File: config.mk
export PLATFORM = sky130hd
export DESIGN_NAME = mcd_decoder
export DESIGN_NICKNAME = d
export VERILOG_FILES = /design/src/shared/mcd_pkg.sv /design/src/hw/mcd_decoder.sv /design/src/hw/mcd_cycle_timer.sv /design/src/hw/mcd_operand_fmt.sv
export SDC_FILE = /design/constraint.sdc
export NUM_CORES = 1
export LEC_CHECK = 0
export BUFFER_PORTS_ARGS = -buffer_cell sky130_fd_sc_hd__buf_2
export CORE_MARGIN = 8
export CORE_UTILIZATION = 46
export CTS_BUF_LIST = sky130_fd_sc_hd__clkbuf_16
export CTS_CLUSTER_DIAMETER = 50
export DETAILED_ROUTE_END_ITERATION = 8
export GPL_ROUTABILITY_DRIVEN = 0
export HOLD_SLACK_MARGIN = 0.08
export PLACE_DENSITY = 0.65
export RECOVER_POWER = 50
export SETUP_SLACK_MARGIN = 0.4
export SYNTH_ARGS = -nofsm -noshare
export SYNTH_HDL_FRONTEND = slang
export SYNTH_HIERARCHICAL = 1
export SYNTH_SLANG_ARGS = --single-unit
File: constraint.sdc
create_clock -name i_clk -period 5.22 [get_ports i_clk]
set_clock_uncertainty 0.15 [all_clocks]
set_input_delay 0.522 -clock i_clk [delete_from_list [all_inputs] [get_ports i_clk]]
set_output_delay 0.522 -clock i_clk [all_outputs]
set_load 0.02 [all_outputs]
File: src/shared/mcd_pkg.sv
// package: shared constants and types of the instruction decoder
package mcd_pkg;

  // ************************************************************
  // timing
  // ************************************************************
  localparam int CLK_PERIOD_NS = 8;
  localparam int CLKS_PER_MC   = 2;

  // ************************************************************
  // field positions
  // ************************************************************
  localparam int STATUS_BANK_LO = 3;
  localparam int STATUS_BANK_HI = 4;
  localparam int REG_NUM_HI   = 2;
  localparam int ABS_HI_LO    = 5;
  localparam int ABS_HI_TOP   = 7;
  localparam int CALL_BIT     = 4;

  // ************************************************************
  // reset values
  // ************************************************************
  localparam logic [7:0] BYTE_RST    = 8'h00;
  localparam logic [1:0] BANK_RST    = 2'h0;
  localparam logic [1:0] BYTE_CNT_1  = 2'h1;
  localparam logic [1:0] BYTE_CNT_2  = 2'h2;
  localparam logic [1:0] IND_PAD     = 2'h0;

  // ************************************************************
  // types
  // ************************************************************
  typedef enum logic [3:0] {
    CL_NOP, CL_ARITH, CL_LOGIC, CL_ROTATE, CL_MOVE, CL_CODE_READ, CL_XDATA,
    CL_BIT, CL_JUMP, CL_CALL, CL_RET, CL_CMP_BRANCH, CL_DEC_BRANCH, CL_MULDIV, CL_UNSUPPORTED
  } mcd_class_t;

  typedef enum logic [3:0] {
    SRC_NONE, SRC_REG, SRC_DIRECT, SRC_INDIRECT, SRC_IMMEDIATE, SRC_BIT,
    SRC_ABS11, SRC_PTR16, SRC_ACC_PTR, SRC_ACC_PC, SRC_DIR_DIR, SRC_ACC
  } mcd_src_t;

  typedef enum logic [2:0] {
    FLG_KEEP, FLG_CLEAR, FLG_SET, FLG_RESULT, FLG_UNKNOWN
  } mcd_flag_t;

  typedef struct packed {
    logic [1:0] len;
    logic [2:0] mcycles;
    mcd_class_t cls;
    mcd_src_t   src;
    logic       xdata_write;
    mcd_flag_t  f_c;
    mcd_flag_t  f_ov;
    mcd_flag_t  f_ac;
  } mcd_info_t;

  typedef struct packed {
    logic [7:0]  opcode;
    logic [7:0]  byte2;
    logic [7:0]  byte3;
    mcd_info_t   info;
    logic [4:0]  reg_addr;
    logic [10:0] abs_target;
  } mcd_insn_t;

  localparam mcd_info_t INFO_RST = '{2'd1, 3'd1, CL_NOP, SRC_NONE, 1'b0, FLG_KEEP, FLG_KEEP, FLG_KEEP};

endpackage

File: src/hw/mcd_decoder.sv
// instruction decoder top: opcode table, byte fetch and machine-cycle sequencing
// Notes on behaviour
// - fetch one, two or three bytes per opcode before completing the instruction.
// - every instruction lasts one, two or four machine cycles, or longer when operand bytes arrive late.
// - a machine cycle is two core clock periods.
// - eight-code groups take working register number from opcode bits 2:0.
// - absolute jump and call target bits 10:8 from opcode top three bits.
// - add: 28-2F register, 25 direct, 26-27 indirect, 24 immediate; one cycle.
// - add with carry: 38-3F, 35, 36-37, 34; one cycle each.
// - subtract with borrow: 98-9F, 95, 96-97, 94; one cycle each.
// - and: 58-5F register; 53 immediate into direct, three bytes two cycles.
// - or: 48-4F register; 43 immediate into direct, three bytes two cycles.
// - exclusive or: 68-6F register; 63 immediate into direct, three bytes two cycles.
// - rotates 23, 33, 03, 13: one byte, one cycle each.
// - code read at accumulator plus pointer 93 or plus PC 83; two cycles.
// - external moves two cycles; E0/F0 pointer address, E2-E3/F2-F3 R0/R1 address.
// - direct to direct move 85: three bytes, two cycles.
// - load pointer 90 three bytes two cycles; increment pointer A3 two cycles.
// - carry with bit 82, B0, 72: two bytes, two cycles.
// - carry to bit 92 two cycles; clear and set bit C2, D2 one cycle.
// - long call 12, absolute call, return 22 and 32: two cycles each.
// - indirect jump 73 to pointer plus accumulator: one byte, two cycles.
// - compare branch B8-BF, B5, B4: three bytes, two cycles.
// - decrement branch D8-DF two bytes, D5 three bytes; two cycles.
// - register selection lies within bank chosen by status word bits 4:3.
// - flag effects per opcode: kept, cleared, set, result-dependent or unknown.
`timescale 1ns/1ps
`default_nettype none
module mcd_decoder #(
  parameter int CLKS_PER_MC = mcd_pkg::CLKS_PER_MC
) (
  // clock and reset
  input  wire logic               i_clk,
  input  wire logic               i_sys_rst,
  // program memory byte stream
  input  wire logic               i_code_valid,
  input  wire logic [7:0]         i_code_byte,
  output logic                    o_code_ready,
  // core state
  input  wire logic [7:0]         i_program_status_word,
  // decoded instruction
  output logic                    o_insn_valid,
  output mcd_pkg::mcd_insn_t      o_insn,
  output logic                    o_busy,
  output logic                    o_mc_phase
);

  typedef enum logic [1:0] {ST_IDLE, ST_LOOKUP, ST_FETCH, ST_WAIT} mcd_state_t;

  // ************************************************************
  // opcode table
  // ************************************************************
  function automatic mcd_pkg::mcd_info_t mk(input logic [1:0] len, input logic [2:0] cyc,
                                             input mcd_pkg::mcd_class_t cls, input mcd_pkg::mcd_src_t src);
    mcd_pkg::mcd_info_t r;
    r = mcd_pkg::INFO_RST;
    r.len     = len;
    r.mcycles = cyc;
    r.cls     = cls;
    r.src     = src;
    return r;
  endfunction

  function automatic mcd_pkg::mcd_info_t fl(input mcd_pkg::mcd_info_t base, input mcd_pkg::mcd_flag_t c,
                                             input mcd_pkg::mcd_flag_t ov, input mcd_pkg::mcd_flag_t ac);
    mcd_pkg::mcd_info_t r;
    r      = base;
    r.f_c  = c;
    r.f_ov = ov;
    r.f_ac = ac;
    return r;
  endfunction

  function automatic mcd_pkg::mcd_info_t lookup(input logic [7:0] op);
    mcd_pkg::mcd_info_t r;
    mcd_pkg::mcd_info_t a;
    r = mk(2'd1, 3'd1, mcd_pkg::CL_UNSUPPORTED, mcd_pkg::SRC_NONE);
    a = mk(2'd1, 3'd1, mcd_pkg::CL_ARITH, mcd_pkg::SRC_NONE);
    // arithmetic with full flag effect: low nibble selects the source form
    if (op[7:4] == 4'h2 || op[7:4] == 4'h3 || op[7:4] == 4'h9) begin
      if (op[3]) a.src = mcd_pkg::SRC_REG;
      else if (op[3:1] == 3'b011) a.src = mcd_pkg::SRC_INDIRECT;
      else if (op[3:0] == 4'h5) begin
        a.src = mcd_pkg::SRC_DIRECT;
        a.len = 2'd2;
      end else begin
        a.src = mcd_pkg::SRC_IMMEDIATE;
        a.len = 2'd2;
      end
      a = fl(a, mcd_pkg::FLG_RESULT, mcd_pkg::FLG_RESULT, mcd_pkg::FLG_RESULT);
    end
    casez (op)
      // every code ending in 1 is an absolute jump or call; bit 4 tells which
      8'b????0001:  r = mk(2'd2, 3'd2, op[mcd_pkg::CALL_BIT] ? mcd_pkg::CL_CALL : mcd_pkg::CL_JUMP,
                           mcd_pkg::SRC_ABS11);
      8'h00:        r = mk(2'd1, 3'd1, mcd_pkg::CL_NOP, mcd_pkg::SRC_NONE);
      8'h02:        r = mk(2'd3, 3'd2, mcd_pkg::CL_JUMP, mcd_pkg::SRC_IMMEDIATE);
      8'h03, 8'h23: r = mk(2'd1, 3'd1, mcd_pkg::CL_ROTATE, mcd_pkg::SRC_ACC);
      8'h13, 8'h33: r = fl(mk(2'd1, 3'd1, mcd_pkg::CL_ROTATE, mcd_pkg::SRC_ACC),
                           mcd_pkg::FLG_RESULT, mcd_pkg::FLG_KEEP, mcd_pkg::FLG_KEEP);
      8'h04, 8'h14: r = mk(2'd1, 3'd1, mcd_pkg::CL_ARITH, mcd_pkg::SRC_ACC);
      8'h05, 8'h15: r = mk(2'd2, 3'd1, mcd_pkg::CL_ARITH, mcd_pkg::SRC_DIRECT);
      8'b000?011?:  r = mk(2'd1, 3'd1, mcd_pkg::CL_ARITH, mcd_pkg::SRC_INDIRECT);
      8'b000?_1???: r = mk(2'd1, 3'd1, mcd_pkg::CL_ARITH, mcd_pkg::SRC_REG);
      8'h10, 8'h20, 8'h30: r = mk(2'd3, 3'd2, mcd_pkg::CL_JUMP, mcd_pkg::SRC_BIT);
      8'h12:        r = mk(2'd3, 3'd2, mcd_pkg::CL_CALL, mcd_pkg::SRC_IMMEDIATE);
      8'h22, 8'h32: r = mk(2'd1, 3'd2, mcd_pkg::CL_RET, mcd_pkg::SRC_NONE);
      8'b0010_01??, 8'b0010_1???: r = a;
      8'b0011_01??, 8'b0011_1???: r = a;
      8'b1001_01??, 8'b1001_1???: r = a;
      8'h40, 8'h50, 8'h60, 8'h70, 8'h80: r = mk(2'd2, 3'd2, mcd_pkg::CL_JUMP, mcd_pkg::SRC_IMMEDIATE);
      // logic group 4x, 5x, 6x share one layout; 7x is a different family
      8'b010?0010, 8'b01100010: r = mk(2'd2, 3'd1, mcd_pkg::CL_LOGIC, mcd_pkg::SRC_DIRECT);
      8'b010?0011, 8'b01100011: r = mk(2'd3, 3'd2, mcd_pkg::CL_LOGIC,
                                       mcd_pkg::SRC_IMMEDIATE);
      8'b010?0100, 8'b01100100: r = mk(2'd2, 3'd1, mcd_pkg::CL_LOGIC, mcd_pkg::SRC_IMMEDIATE);
      8'b010?0101, 8'b01100101: r = mk(2'd2, 3'd1, mcd_pkg::CL_LOGIC, mcd_pkg::SRC_DIRECT);
      8'b010?011?, 8'b0110011?: r = mk(2'd1, 3'd1, mcd_pkg::CL_LOGIC, mcd_pkg::SRC_INDIRECT);
      8'b010?1???, 8'b01101???: r = mk(2'd1, 3'd1, mcd_pkg::CL_LOGIC, mcd_pkg::SRC_REG);
      8'h72, 8'h82, 8'hA0, 8'hB0: r = fl(mk(2'd2, 3'd2, mcd_pkg::CL_BIT, mcd_pkg::SRC_BIT),
                                         mcd_pkg::FLG_RESULT, mcd_pkg::FLG_KEEP, mcd_pkg::FLG_KEEP);
      8'h73:        r = mk(2'd1, 3'd2, mcd_pkg::CL_JUMP, mcd_pkg::SRC_ACC_PTR);
      8'h74:        r = mk(2'd2, 3'd1, mcd_pkg::CL_MOVE, mcd_pkg::SRC_IMMEDIATE);
      8'h75:        r = mk(2'd3, 3'd2, mcd_pkg::CL_MOVE, mcd_pkg::SRC_IMMEDIATE);
      8'b0111011?:  r = mk(2'd2, 3'd1, mcd_pkg::CL_MOVE, mcd_pkg::SRC_INDIRECT);
      8'b0111_1???: r = mk(2'd2, 3'd1, mcd_pkg::CL_MOVE, mcd_pkg::SRC_REG);
      8'h83:        r = mk(2'd1, 3'd2, mcd_pkg::CL_CODE_READ, mcd_pkg::SRC_ACC_PC);
      8'h93:        r = mk(2'd1, 3'd2, mcd_pkg::CL_CODE_READ, mcd_pkg::SRC_ACC_PTR);
      8'h84, 8'hA4: r = fl(mk(2'd1, 3'd4, mcd_pkg::CL_MULDIV, mcd_pkg::SRC_ACC),
                           mcd_pkg::FLG_CLEAR, mcd_pkg::FLG_RESULT, mcd_pkg::FLG_UNKNOWN);
      8'h85:        r = mk(2'd3, 3'd2, mcd_pkg::CL_MOVE, mcd_pkg::SRC_DIR_DIR);
      8'b1000011?, 8'b1010011?:   r = mk(2'd2, 3'd2, mcd_pkg::CL_MOVE, mcd_pkg::SRC_INDIRECT);
      8'b1000_1???, 8'b1010_1???: r = mk(2'd2, 3'd2, mcd_pkg::CL_MOVE, mcd_pkg::SRC_REG);
      8'h90:        r = mk(2'd3, 3'd2, mcd_pkg::CL_MOVE, mcd_pkg::SRC_PTR16);
      8'hA3:        r = mk(2'd1, 3'd2, mcd_pkg::CL_ARITH, mcd_pkg::SRC_PTR16);
      8'h92:        r = mk(2'd2, 3'd2, mcd_pkg::CL_BIT, mcd_pkg::SRC_BIT);
      8'hA2:        r = fl(mk(2'd2, 3'd1, mcd_pkg::CL_BIT, mcd_pkg::SRC_BIT),
                           mcd_pkg::FLG_RESULT, mcd_pkg::FLG_KEEP, mcd_pkg::FLG_KEEP);
      8'hB2, 8'hC2, 8'hD2: r = mk(2'd2, 3'd1, mcd_pkg::CL_BIT, mcd_pkg::SRC_BIT);
      8'hB3:        r = fl(mk(2'd1, 3'd1, mcd_pkg::CL_BIT, mcd_pkg::SRC_NONE),
                           mcd_pkg::FLG_RESULT, mcd_pkg::FLG_KEEP, mcd_pkg::FLG_KEEP);
      8'hC3:        r = fl(mk(2'd1, 3'd1, mcd_pkg::CL_BIT, mcd_pkg::SRC_NONE),
                           mcd_pkg::FLG_CLEAR, mcd_pkg::FLG_KEEP, mcd_pkg::FLG_KEEP);
      8'hD3:        r = fl(mk(2'd1, 3'd1, mcd_pkg::CL_BIT, mcd_pkg::SRC_NONE),
                           mcd_pkg::FLG_SET, mcd_pkg::FLG_KEEP, mcd_pkg::FLG_KEEP);
      8'hB4:        r = mk(2'd3, 3'd2, mcd_pkg::CL_CMP_BRANCH, mcd_pkg::SRC_IMMEDIATE);
      8'hB5:        r = mk(2'd3, 3'd2, mcd_pkg::CL_CMP_BRANCH, mcd_pkg::SRC_DIRECT);
      8'b1011011?:  r = mk(2'd3, 3'd2, mcd_pkg::CL_CMP_BRANCH, mcd_pkg::SRC_INDIRECT);
      8'b1011_1???: r = mk(2'd3, 3'd2, mcd_pkg::CL_CMP_BRANCH, mcd_pkg::SRC_REG);
      8'hC4, 8'hE4, 8'hF4: r = mk(2'd1, 3'd1, mcd_pkg::CL_LOGIC, mcd_pkg::SRC_ACC);
      8'hD4:        r = fl(mk(2'd1, 3'd1, mcd_pkg::CL_ARITH, mcd_pkg::SRC_ACC),
                           mcd_pkg::FLG_RESULT, mcd_pkg::FLG_UNKNOWN, mcd_pkg::FLG_UNKNOWN);
      8'hD5:        r = mk(2'd3, 3'd2, mcd_pkg::CL_DEC_BRANCH, mcd_pkg::SRC_DIRECT);
      8'b1101_1???: r = mk(2'd2, 3'd2, mcd_pkg::CL_DEC_BRANCH, mcd_pkg::SRC_REG);
      8'hE0, 8'hF0: r = mk(2'd1, 3'd2, mcd_pkg::CL_XDATA, mcd_pkg::SRC_PTR16);
      8'b111?_001?: r = mk(2'd1, 3'd2, mcd_pkg::CL_XDATA, mcd_pkg::SRC_INDIRECT);
      8'hE5, 8'hF5: r = mk(2'd2, 3'd1, mcd_pkg::CL_MOVE, mcd_pkg::SRC_DIRECT);
      8'b111?011?:  r = mk(2'd1, 3'd1, mcd_pkg::CL_MOVE, mcd_pkg::SRC_INDIRECT);
      8'b111?_1???: r = mk(2'd1, 3'd1, mcd_pkg::CL_MOVE, mcd_pkg::SRC_REG);
      default:      r = mk(2'd1, 3'd1, mcd_pkg::CL_UNSUPPORTED, mcd_pkg::SRC_NONE);
    endcase
    r.xdata_write = (r.cls == mcd_pkg::CL_XDATA) && op[4];
    return r;
  endfunction

  // ************************************************************
  // state
  // ************************************************************
  mcd_state_t         state;
  mcd_state_t         next_state;
  mcd_pkg::mcd_info_t info;
  mcd_pkg::mcd_info_t next_info;
  logic [7:0]         opcode;
  logic [7:0]         next_opcode;
  logic [7:0]         byte2;
  logic [7:0]         next_byte2;
  logic [7:0]         byte3;
  logic [7:0]         next_byte3;
  logic [1:0]         bank;
  logic [1:0]         next_bank;
  logic [1:0]         byte_cnt;
  logic [1:0]         next_byte_cnt;
  logic               next_code_ready;
  logic               next_insn_valid;
  logic               take;
  logic               timer_start;
  logic               timer_expired;
  logic               timer_phase;

  assign take        = i_code_valid && o_code_ready;
  assign timer_start = (state == ST_LOOKUP);

  always_comb begin
    next_state      = state;
    next_info       = info;
    next_opcode     = opcode;
    next_byte2      = byte2;
    next_byte3      = byte3;
    next_bank       = bank;
    next_byte_cnt   = byte_cnt;
    next_insn_valid = 1'b0;
    unique case (state)
      ST_IDLE: begin
        if (take) begin
          next_opcode   = i_code_byte;
          next_info     = lookup(i_code_byte);
          next_bank     = i_program_status_word[mcd_pkg::STATUS_BANK_HI:mcd_pkg::STATUS_BANK_LO];
          next_byte_cnt = mcd_pkg::BYTE_CNT_1;
          next_byte2    = mcd_pkg::BYTE_RST;
          next_byte3    = mcd_pkg::BYTE_RST;
          next_state    = ST_LOOKUP;
        end
      end
      ST_LOOKUP: begin
        next_state = (info.len > byte_cnt) ? ST_FETCH : ST_WAIT;
      end
      ST_FETCH: begin
        if (take) begin
          if (byte_cnt == mcd_pkg::BYTE_CNT_1) begin
            next_byte2 = i_code_byte;
          end else begin
            next_byte3 = i_code_byte;
          end
          next_byte_cnt = byte_cnt + 2'd1;
          if (byte_cnt + 2'd1 == info.len) begin
            next_state = ST_WAIT;
          end
        end
      end
      ST_WAIT: begin
        // late operand bytes stretch the instruction; a short one never ends early
        if (timer_expired) begin
          next_insn_valid = 1'b1;
          next_state      = ST_IDLE;
        end
      end
    endcase
    next_code_ready = (next_state == ST_IDLE) || (next_state == ST_FETCH);
  end

  always_ff @(posedge i_clk or posedge i_sys_rst) begin
    if (i_sys_rst) begin
      state        <= ST_IDLE;
      info         <= mcd_pkg::INFO_RST;
      opcode       <= mcd_pkg::BYTE_RST;
      byte2        <= mcd_pkg::BYTE_RST;
      byte3        <= mcd_pkg::BYTE_RST;
      bank         <= mcd_pkg::BANK_RST;
      byte_cnt     <= mcd_pkg::BYTE_CNT_1;
      o_code_ready <= 1'b0;
      o_insn_valid <= 1'b0;
      o_busy       <= 1'b0;
      o_mc_phase   <= 1'b0;
    end else begin
      state        <= next_state;
      info         <= next_info;
      opcode       <= next_opcode;
      byte2        <= next_byte2;
      byte3        <= next_byte3;
      bank         <= next_bank;
      byte_cnt     <= next_byte_cnt;
      o_code_ready <= next_code_ready;
      o_insn_valid <= next_insn_valid;
      o_busy       <= (next_state != ST_IDLE);
      o_mc_phase   <= timer_phase;
    end
  end

  // ************************************************************
  // submodules
  // ************************************************************
  mcd_cycle_timer #(
    .CLKS_PER_MC (CLKS_PER_MC)
  ) u_timer (
    .i_clk     (i_clk),
    .i_sys_rst (i_sys_rst),
    .i_start   (timer_start),
    .i_mcycles (info.mcycles),
    .o_expired (timer_expired),
    .o_phase   (timer_phase)
  );

  // output word loads with the completion pulse, so it holds until the next one
  mcd_operand_fmt u_fmt (
    .i_clk     (i_clk),
    .i_sys_rst (i_sys_rst),
    .i_load    (next_insn_valid),
    .i_opcode  (opcode),
    .i_byte2   (byte2),
    .i_byte3   (byte3),
    .i_bank    (bank),
    .i_info    (info),
    .o_insn    (o_insn)
  );
endmodule
`default_nettype wire

File: src/hw/mcd_cycle_timer.sv
// machine-cycle timer: counts core clocks into machine cycles
`timescale 1ns/1ps
`default_nettype none
module mcd_cycle_timer #(
  parameter int CLKS_PER_MC = mcd_pkg::CLKS_PER_MC
) (
  // clock and reset
  input  wire logic       i_clk,
  input  wire logic       i_sys_rst,
  // control
  input  wire logic       i_start,
  input  wire logic [2:0] i_mcycles,
  // status
  output logic            o_expired,
  output logic            o_phase
);
  localparam int CW = (CLKS_PER_MC > 1) ? $clog2(CLKS_PER_MC) : 1;
  localparam logic [CW-1:0] CLK_LAST = CW'(CLKS_PER_MC - 1);

  logic [CW-1:0] clk_cnt;
  logic [CW-1:0] next_clk_cnt;
  logic [2:0]    mc_cnt;
  logic [2:0]    next_mc_cnt;
  logic [2:0]    target;
  logic [2:0]    next_target;
  logic          run;
  logic          next_run;
  logic          next_expired;

  // ************************************************************
  // next state
  // ************************************************************
  always_comb begin
    next_clk_cnt = clk_cnt;
    next_mc_cnt  = mc_cnt;
    next_target  = target;
    next_run     = run;
    next_expired = o_expired;
    if (i_start) begin
      next_clk_cnt = '0;
      next_mc_cnt  = '0;
      next_target  = i_mcycles;
      next_run     = 1'b1;
      next_expired = 1'b0;
    end else if (run) begin
      if (clk_cnt == CLK_LAST) begin
        next_clk_cnt = '0;
        next_mc_cnt  = mc_cnt + 3'd1;
        if (mc_cnt + 3'd1 == target) begin
          next_run     = 1'b0;
          next_expired = 1'b1;
        end
      end else begin
        next_clk_cnt = clk_cnt + CW'(1);
      end
    end
  end

  // ************************************************************
  // registers
  // ************************************************************
  always_ff @(posedge i_clk or posedge i_sys_rst) begin
    if (i_sys_rst) begin
      clk_cnt   <= '0;
      mc_cnt    <= '0;
      target    <= '0;
      run       <= 1'b0;
      o_expired <= 1'b0;
      o_phase   <= 1'b0;
    end else begin
      clk_cnt   <= next_clk_cnt;
      mc_cnt    <= next_mc_cnt;
      target    <= next_target;
      run       <= next_run;
      o_expired <= next_expired;
      o_phase   <= next_clk_cnt[0];
    end
  end
endmodule
`default_nettype wire

File: src/hw/mcd_operand_fmt.sv
// operand formatter: builds the registered decoded-instruction word
`timescale 1ns/1ps
`default_nettype none
module mcd_operand_fmt (
  // clock and reset
  input  wire logic              i_clk,
  input  wire logic              i_sys_rst,
  // fields
  input  wire logic              i_load,
  input  wire logic [7:0]        i_opcode,
  input  wire logic [7:0]        i_byte2,
  input  wire logic [7:0]        i_byte3,
  input  wire logic [1:0]        i_bank,
  input  wire mcd_pkg::mcd_info_t i_info,
  // result
  output mcd_pkg::mcd_insn_t     o_insn
);
  mcd_pkg::mcd_insn_t next_insn;

  // ************************************************************
  // next state
  // ************************************************************
  always_comb begin
    next_insn = o_insn;
    if (i_load) begin
      next_insn.opcode     = i_opcode;
      next_insn.byte2      = i_byte2;
      next_insn.byte3      = i_byte3;
      next_insn.info       = i_info;
      // bank picks one of four groups of eight working registers
      if (i_info.src == mcd_pkg::SRC_INDIRECT || i_info.xdata_write && i_info.src == mcd_pkg::SRC_INDIRECT) begin
        next_insn.reg_addr = {i_bank, mcd_pkg::IND_PAD, i_opcode[0]};
      end else begin
        next_insn.reg_addr = {i_bank, i_opcode[mcd_pkg::REG_NUM_HI:0]};
      end
      next_insn.abs_target = {i_opcode[mcd_pkg::ABS_HI_TOP:mcd_pkg::ABS_HI_LO], i_byte2};
    end
  end

  always_ff @(posedge i_clk or posedge i_sys_rst) begin
    if (i_sys_rst) begin
      o_insn <= '{mcd_pkg::BYTE_RST, mcd_pkg::BYTE_RST, mcd_pkg::BYTE_RST, mcd_pkg::INFO_RST, 5'h00, 11'h000};
    end else begin
      o_insn <= next_insn;
    end
  end
endmodule
`default_nettype wire

* Word level (Yosys, flattened, before mapping) *
Index checks and enable logic that the tools add are counted.

operators by class
  $add $sub $neg = 3
  magnitude comparators = 1
  equal/unequal tests = 104
  multiplexer cells = 43
  reductions and logical operators = 42

operators by type and width
  kind                  count
  $pmux W23 S52         1
  $eq A8 B8 Y1 const B  30
  $eq A8 B7 Y1 const B  12
  $mux W23              3
  $eq A8 B6 Y1 const B  6
  $eq A7 B6 Y1 const B  6
  $eq A8 B5 Y1 const B  5
  $mux W8               5
  $pmux W8 S2           2
  $reduce_or A2 Y1      14
  $eq A5 B5 Y1 const B  5
  $eq A7 B7 Y1 const B  3
  $mux W3               7
  $eq A6 B6 Y1 const B  3
  $eq A8 B2 Y1 const B  2
  $eq A8 B3 Y1 const B  2
  $mux W2               8
  $mux W1               15
  $eq A4 B2 Y1 const B  3
  $eq A4 B3 Y1 const B  3
  $eq A6 B4 Y1 const B  2
  $eq A5 B3 Y1 const B  2
  $eq A5 B4 Y1 const B  2
  $reduce_bool A2 Y1    5
  27 further kinds      47

word-level totals
  register bits after elaboration = 129

* Longest topological paths before layout *
  word-level depth = 10
  gate-level depth with buffers = 10
  gate-level depth less buffers = 8

* Cells and area by module *
Netlist, hierarchy kept.

by module, submodules not included
  module           instances  cells an instance  area an instance (um2)
  mcd_decoder      1          455                3580.9
  mcd_operand_fmt  1          128                2224.6
  mcd_cycle_timer  1          35                 406.6

* Worst setup path after synthesis *
No wires, ideal clock.

  path kind = input-to-reg
  start = input i_code_byte[4]
  end = register info[16] (netlist name)
  setup time = 0.082 ns
  data arrival time = 2.189 ns
  required time = 4.988 ns
  setup slack = 2.799 ns
  stages on the path = 8
  buffers on the path = 2
  path through = buf_2 -> or2_1 -> buf_6 -> a32o_1 -> a211oi_2 -> nand2_1 -> or4b_4 -> a31oi_1

on the way
  cells in the longest elaborated chain, start to end = 5
  elaborated cells on any way between the ends = 99
  classes of those cells = 74 x eq/ne; 3 x mux; 22 x reduce/logical

ends and longest elaborated chain
  item                                            RTL line            source
  start: declaration                              mcd_decoder.sv:37   input wire logic [7:0] i_code_byte,
  $eq A8 B7 Y1, or another cell as far along      mcd_decoder.sv:92   casez (op)
  $reduce_or A5 Y1, or another cell as far along  mcd_decoder.sv:92
  $pmux W23 S52 (*)                               mcd_decoder.sv:92
  $mux W23 (*)                                    mcd_decoder.sv:204  if (take) begin
  $mux W23 (*)                                    mcd_decoder.sv:202  unique case (state)
  end signal: assignment                          mcd_decoder.sv:244  info <= mcd_pkg::INFO_RST;
  end signal: assignment                          mcd_decoder.sv:256  info <= next_info;
  end: declaration                                mcd_decoder.sv:171  mcd_pkg::mcd_info_t info;

Every way passes the cells marked *; elsewhere a longest branch is shown, timed or not. The select of a mux whose other input is x is not followed.
A chain may end at the register's enable or synchronous reset.

* Final worst setup path *
  start = register state[1]
  end = register o_busy

on the way
  cells in the longest elaborated chain, start to end = 4
  elaborated cells on any way between the ends = 10
  classes of those cells = 3 x eq/ne; 5 x mux; 2 x reduce/logical

ends and longest elaborated chain
  item                      RTL line            source
  start: declaration        mcd_decoder.sv:169  mcd_state_t state;
  start signal: assignment  mcd_decoder.sv:255  state <= next_state;
  $mux W2                   mcd_decoder.sv:225  if (byte_cnt + 2'd1 == info.len) begin
  $mux W2                   mcd_decoder.sv:218  if (take) begin
  $pmux W2 S4 (*)           mcd_decoder.sv:202
  net next_state[1]         mcd_decoder.sv:170  mcd_state_t next_state;
  $reduce_bool A2 Y1 (*)    mcd_decoder.sv:264  o_busy <= (next_state != ST_IDLE);
  end signal: assignment    mcd_decoder.sv:264
  end: declaration          mcd_decoder.sv:44   output logic o_busy,

Mark *: on every way through the listed nets, which the timed path passes. The rest lies on a longest branch.

==> results.json <==
{
  "cts.sinks": 114,
  "area_growth_syn_to_layout_pct": 12.8,
  "violations": "max-capacitance violations, max-slew violations",
  "ys_types": 72,
  "r2r-start": "state[1]",
  "dp_slack_ns": 2.19,
  "grt.total_usage": 0.181,
  "synth_async_sr_flop_share": 1.00,
  "vdd_drop_max_mv": 0.247,
  "fmax_ghz": 0.264,
  "routed_wl_mm": 15.7,
  "start_util": 0.469,
  "ys_ff_latch": 114,
  "setup_viol": 0,
  "dieArea_mm2": 0.0175,
  "period_needed_ns": 3.79,
  "cts_setup_buffers": 0,
  "critPathLaunchType": "flop",
  "ys_warn_count": 6,
  "hold_class": "primary input to flop",
  "antenna_found_initial": 0,
  "sequentialPowerShare": 0.366,
  "mostFrequentLayoutCells": "dfrtp_1 (109), nand2_1 (72), clkbuf_1 (68)",
  "maxSlewViolCount": 108,
  "grt_overflow": 0,
  "io_buffers": 79,
  "worstHoldEndpoint": "bank[0]",
  "worstSetupEndpointType": "flop",
  "worst_slack_ns": 1.43,
  "netlist_instances": 618,
  "grt_start_max_net_pins": 56,
  "status": "finished, violations left",
  "max-cap-violations": 2,
  "hold_start": "i_program_status_word[3]",
  "drive_gt1_frac": 0.160,
  "viasPerCell": 5.90,
  "yosysSeqAreaShare": 0.460,
  "maxSlewHeadroom": -1.11,
  "cp_max_fo": 55,
  "reg2reg_depth": 3,
  "cts_made_buffers": 17,
  "die_x_um": 132,
  "final.setup.tns_ns": 0,
  "holdWs_ns": 0.173,
  "holdPathStages": 3,
  "insertion_delay_ns": 0.40,
  "power.density_mw_per_mm2": 607,
  "dr.pass1.iters": 6,
  "multi_input_area_mm2": 0.00288,
  "critPathArrivalTime_ns": 3.92,
  "syn-num-nets": 641,
  "clock_power_share": 0.286,
  "fillers": 1208,
  "rows": 42,
  "htree_levels": 4,
  "r2r_end": "o_busy",
  "fin_util": 0.529,
  "final_common_cell": "dfrtp_1",
  "finalHoldViolations": 0,
  "p_switching_mw": 1.50,
  "cp_data_required_time_ns": 5.35,
  "grt_pass1_vias": 5004,
  "coreArea_mm2": 0.0132,
  "pwr-share-comb": 0.348,
  "ant_nets": 0,
  "synth_edf_count": 0,
  "die-height_um": 132,
  "path_clk_slew_ns": 0.05,
  "min_period_over_period": 0.726,
  "timing.reg2reg.setup_slack_ns": 1.43,
  "drc": 0,
  "grt_setup_unrepaired": "no",
  "intPower_mw": 2.75,
  "vias": 5010,
  "syn_area_mm2": 0.00621,
  "cts_root_buf": "clkbuf_16",
  "p_leak_nw": 3.04,
  "nets": 683,
  "finalPower_mw": 4.25,
  "ys.flop_type": "dfrtp_1",
  "wl_per_cell_um": 18.5,
  "grt_pass1_wl_mm": 26.0,
  "ctsLongestPathBuffers": 2,
  "crit_type": "flop to flop",
  "synth.avg_cell_area_um2": 10.1,
  "io_pins": 86,
  "seqCellArea_mm2": 0.00286,
  "swShare": 0.354,
  "antenna_cells": 0,
  "tightestPinTransition_ns": 3.16,
  "hpwl_mm": 10.4,
  "drt_iter0_markers": 572,
  "cts_tree": "done"
}
-- kinds of logic (layout without fill, tap and decap cells) --
| group | count (synthesis) | count (layout) | share of synthesized area |
|---|---|---|---|
| adders and majority gates | 4 | 4 | 0.00806 |
| buffers and inverters | 83 | 138 | 0.0769 |
| DFF | 114 | 114 | 0.460 |
| other | 1 | 1 | 0.000604 |
| xor gates and xnor gates | 9 | 9 | 0.0127 |
| and+or+nand+nor | 216 | 216 | 0.177 |
| muxes | 51 | 51 | 0.119 |
| AOI/OAI and AO/OA | 140 | 140 | 0.145 |
-- final cells by class --
cell class	instances	share of cell area
multi-input cells	421	0.410
flip-flops and latches	114	0.408
clock buffers	17	0.0607
repair buffers	83	0.0489
well taps	176	0.0314
clock inverters	15	0.0286
inverters	23	0.0123
-- cells in the mapped netlist (3+ instances only) --
library cell,n,area share
buf_12,4,0.013
a32o_1,3,0.0048
nor2b_1,13,0.013
clkbuf_1,18,0.011
o22ai_1,5,0.0050
inv_1,21,0.013
and3_1,5,0.0050
a21oi_1,27,0.022
buf_6,4,0.0073
buf_2,15,0.012
a22oi_1,4,0.0048
nor3_1,9,0.0073
nor3b_1,3,0.0036
nand4_1,3,0.0030
a221oi_1,3,0.0042
nand3_1,21,0.017
o32a_1,3,0.0048
buf_4,14,0.017
nand2_1,72,0.044
ha_1,4,0.0081
nand2b_1,11,0.011
o211ai_1,3,0.0036
a21o_1,4,0.0048
a31oi_1,9,0.0091
nor2_1,45,0.027
mux2_4,44,0.11
dfrtp_1,109,0.44
o21ai_0,44,0.035
o21a_1,3,0.0036
dfstp_2,5,0.021
nor4_1,6,0.0060
xor2_1,5,0.0070
o21ai_1,4,0.0032
or2_2,3,0.0030
mux2_2,7,0.013
a211oi_1,8,0.0097
buf_1,5,0.0030
xnor2_1,4,0.0056
-- state kept, by name, indices dropped and copies added, names as in the netlist, 2 cells and up --
| name | flops |
|---|---|
| bank | 2 |
| info | 20 |
| opcode | 8 |
| byte2 | 8 |
| byte_cnt | 2 |
| byte3 | 8 |
| u_timer/mc_cnt | 3 |
| u_timer/target | 3 |
| state | 2 |
| u_fmt/o_insn | 51 |
-- what timing repair did --
action                                 in CTS  in global routing
resized for setup                           0                  0
hold buffers                                1                  0
endpoints found under the hold margin       9                  0
-- critical path: stages (launching register included) --
cell     delay [ns]
dfrtp_1        0.56
and3_1         2.38
nor2_1         0.17
or2_2          0.40
-- power groups by stage --
stage               Sequential [mW]  Combinational, mW  Clock (mW)
finish                         1.55               1.48        1.22
global route                   1.60               1.61        1.29
CTS                            1.55               1.53        1.24
detailed placement             1.56               1.52           0
global placement               1.54               1.49           0
floorplan                      1.72              0.992           0
-- metrics by stage --
stage / cell area [um2] / instances
5_1_grt: 7010 / 849
6_report: 7010 / 849
3_3_place_gp: 6460 / 816
4_1_cts: 7100 / 849
2_1_floorplan: 6210 / 618
3_5_place_dp: 6460 / 816
-- per-layer routing --
metal / track usage / vias to the layer above / routed length [um]
li1: - / 2264 / -
met1: 0.229 / 2425 / 6620
met2: 0.281 / 288 / 7260
met3: 0.0499 / 33 / 1500
met4: 0.0890 / 0 / 361
met5: 0 / - / 0
-- how the worst max path moves through the flow --
stage	start	to	slack, ns	cells past startpoint
after global placement	i_code_byte[2]	info[9]	2.20	7
final	state[1]	o_busy	1.43	3
after CTS	state[0]	info[9]	2.42	5
after global routing	state[1]	o_busy	1.12	3
after floorplan	i_code_byte[4]	info[16]	2.80	8
after detailed placement	i_code_byte[2]	info[9]	2.19	7
No activity file was read; power rests on OpenSTA's default activity.
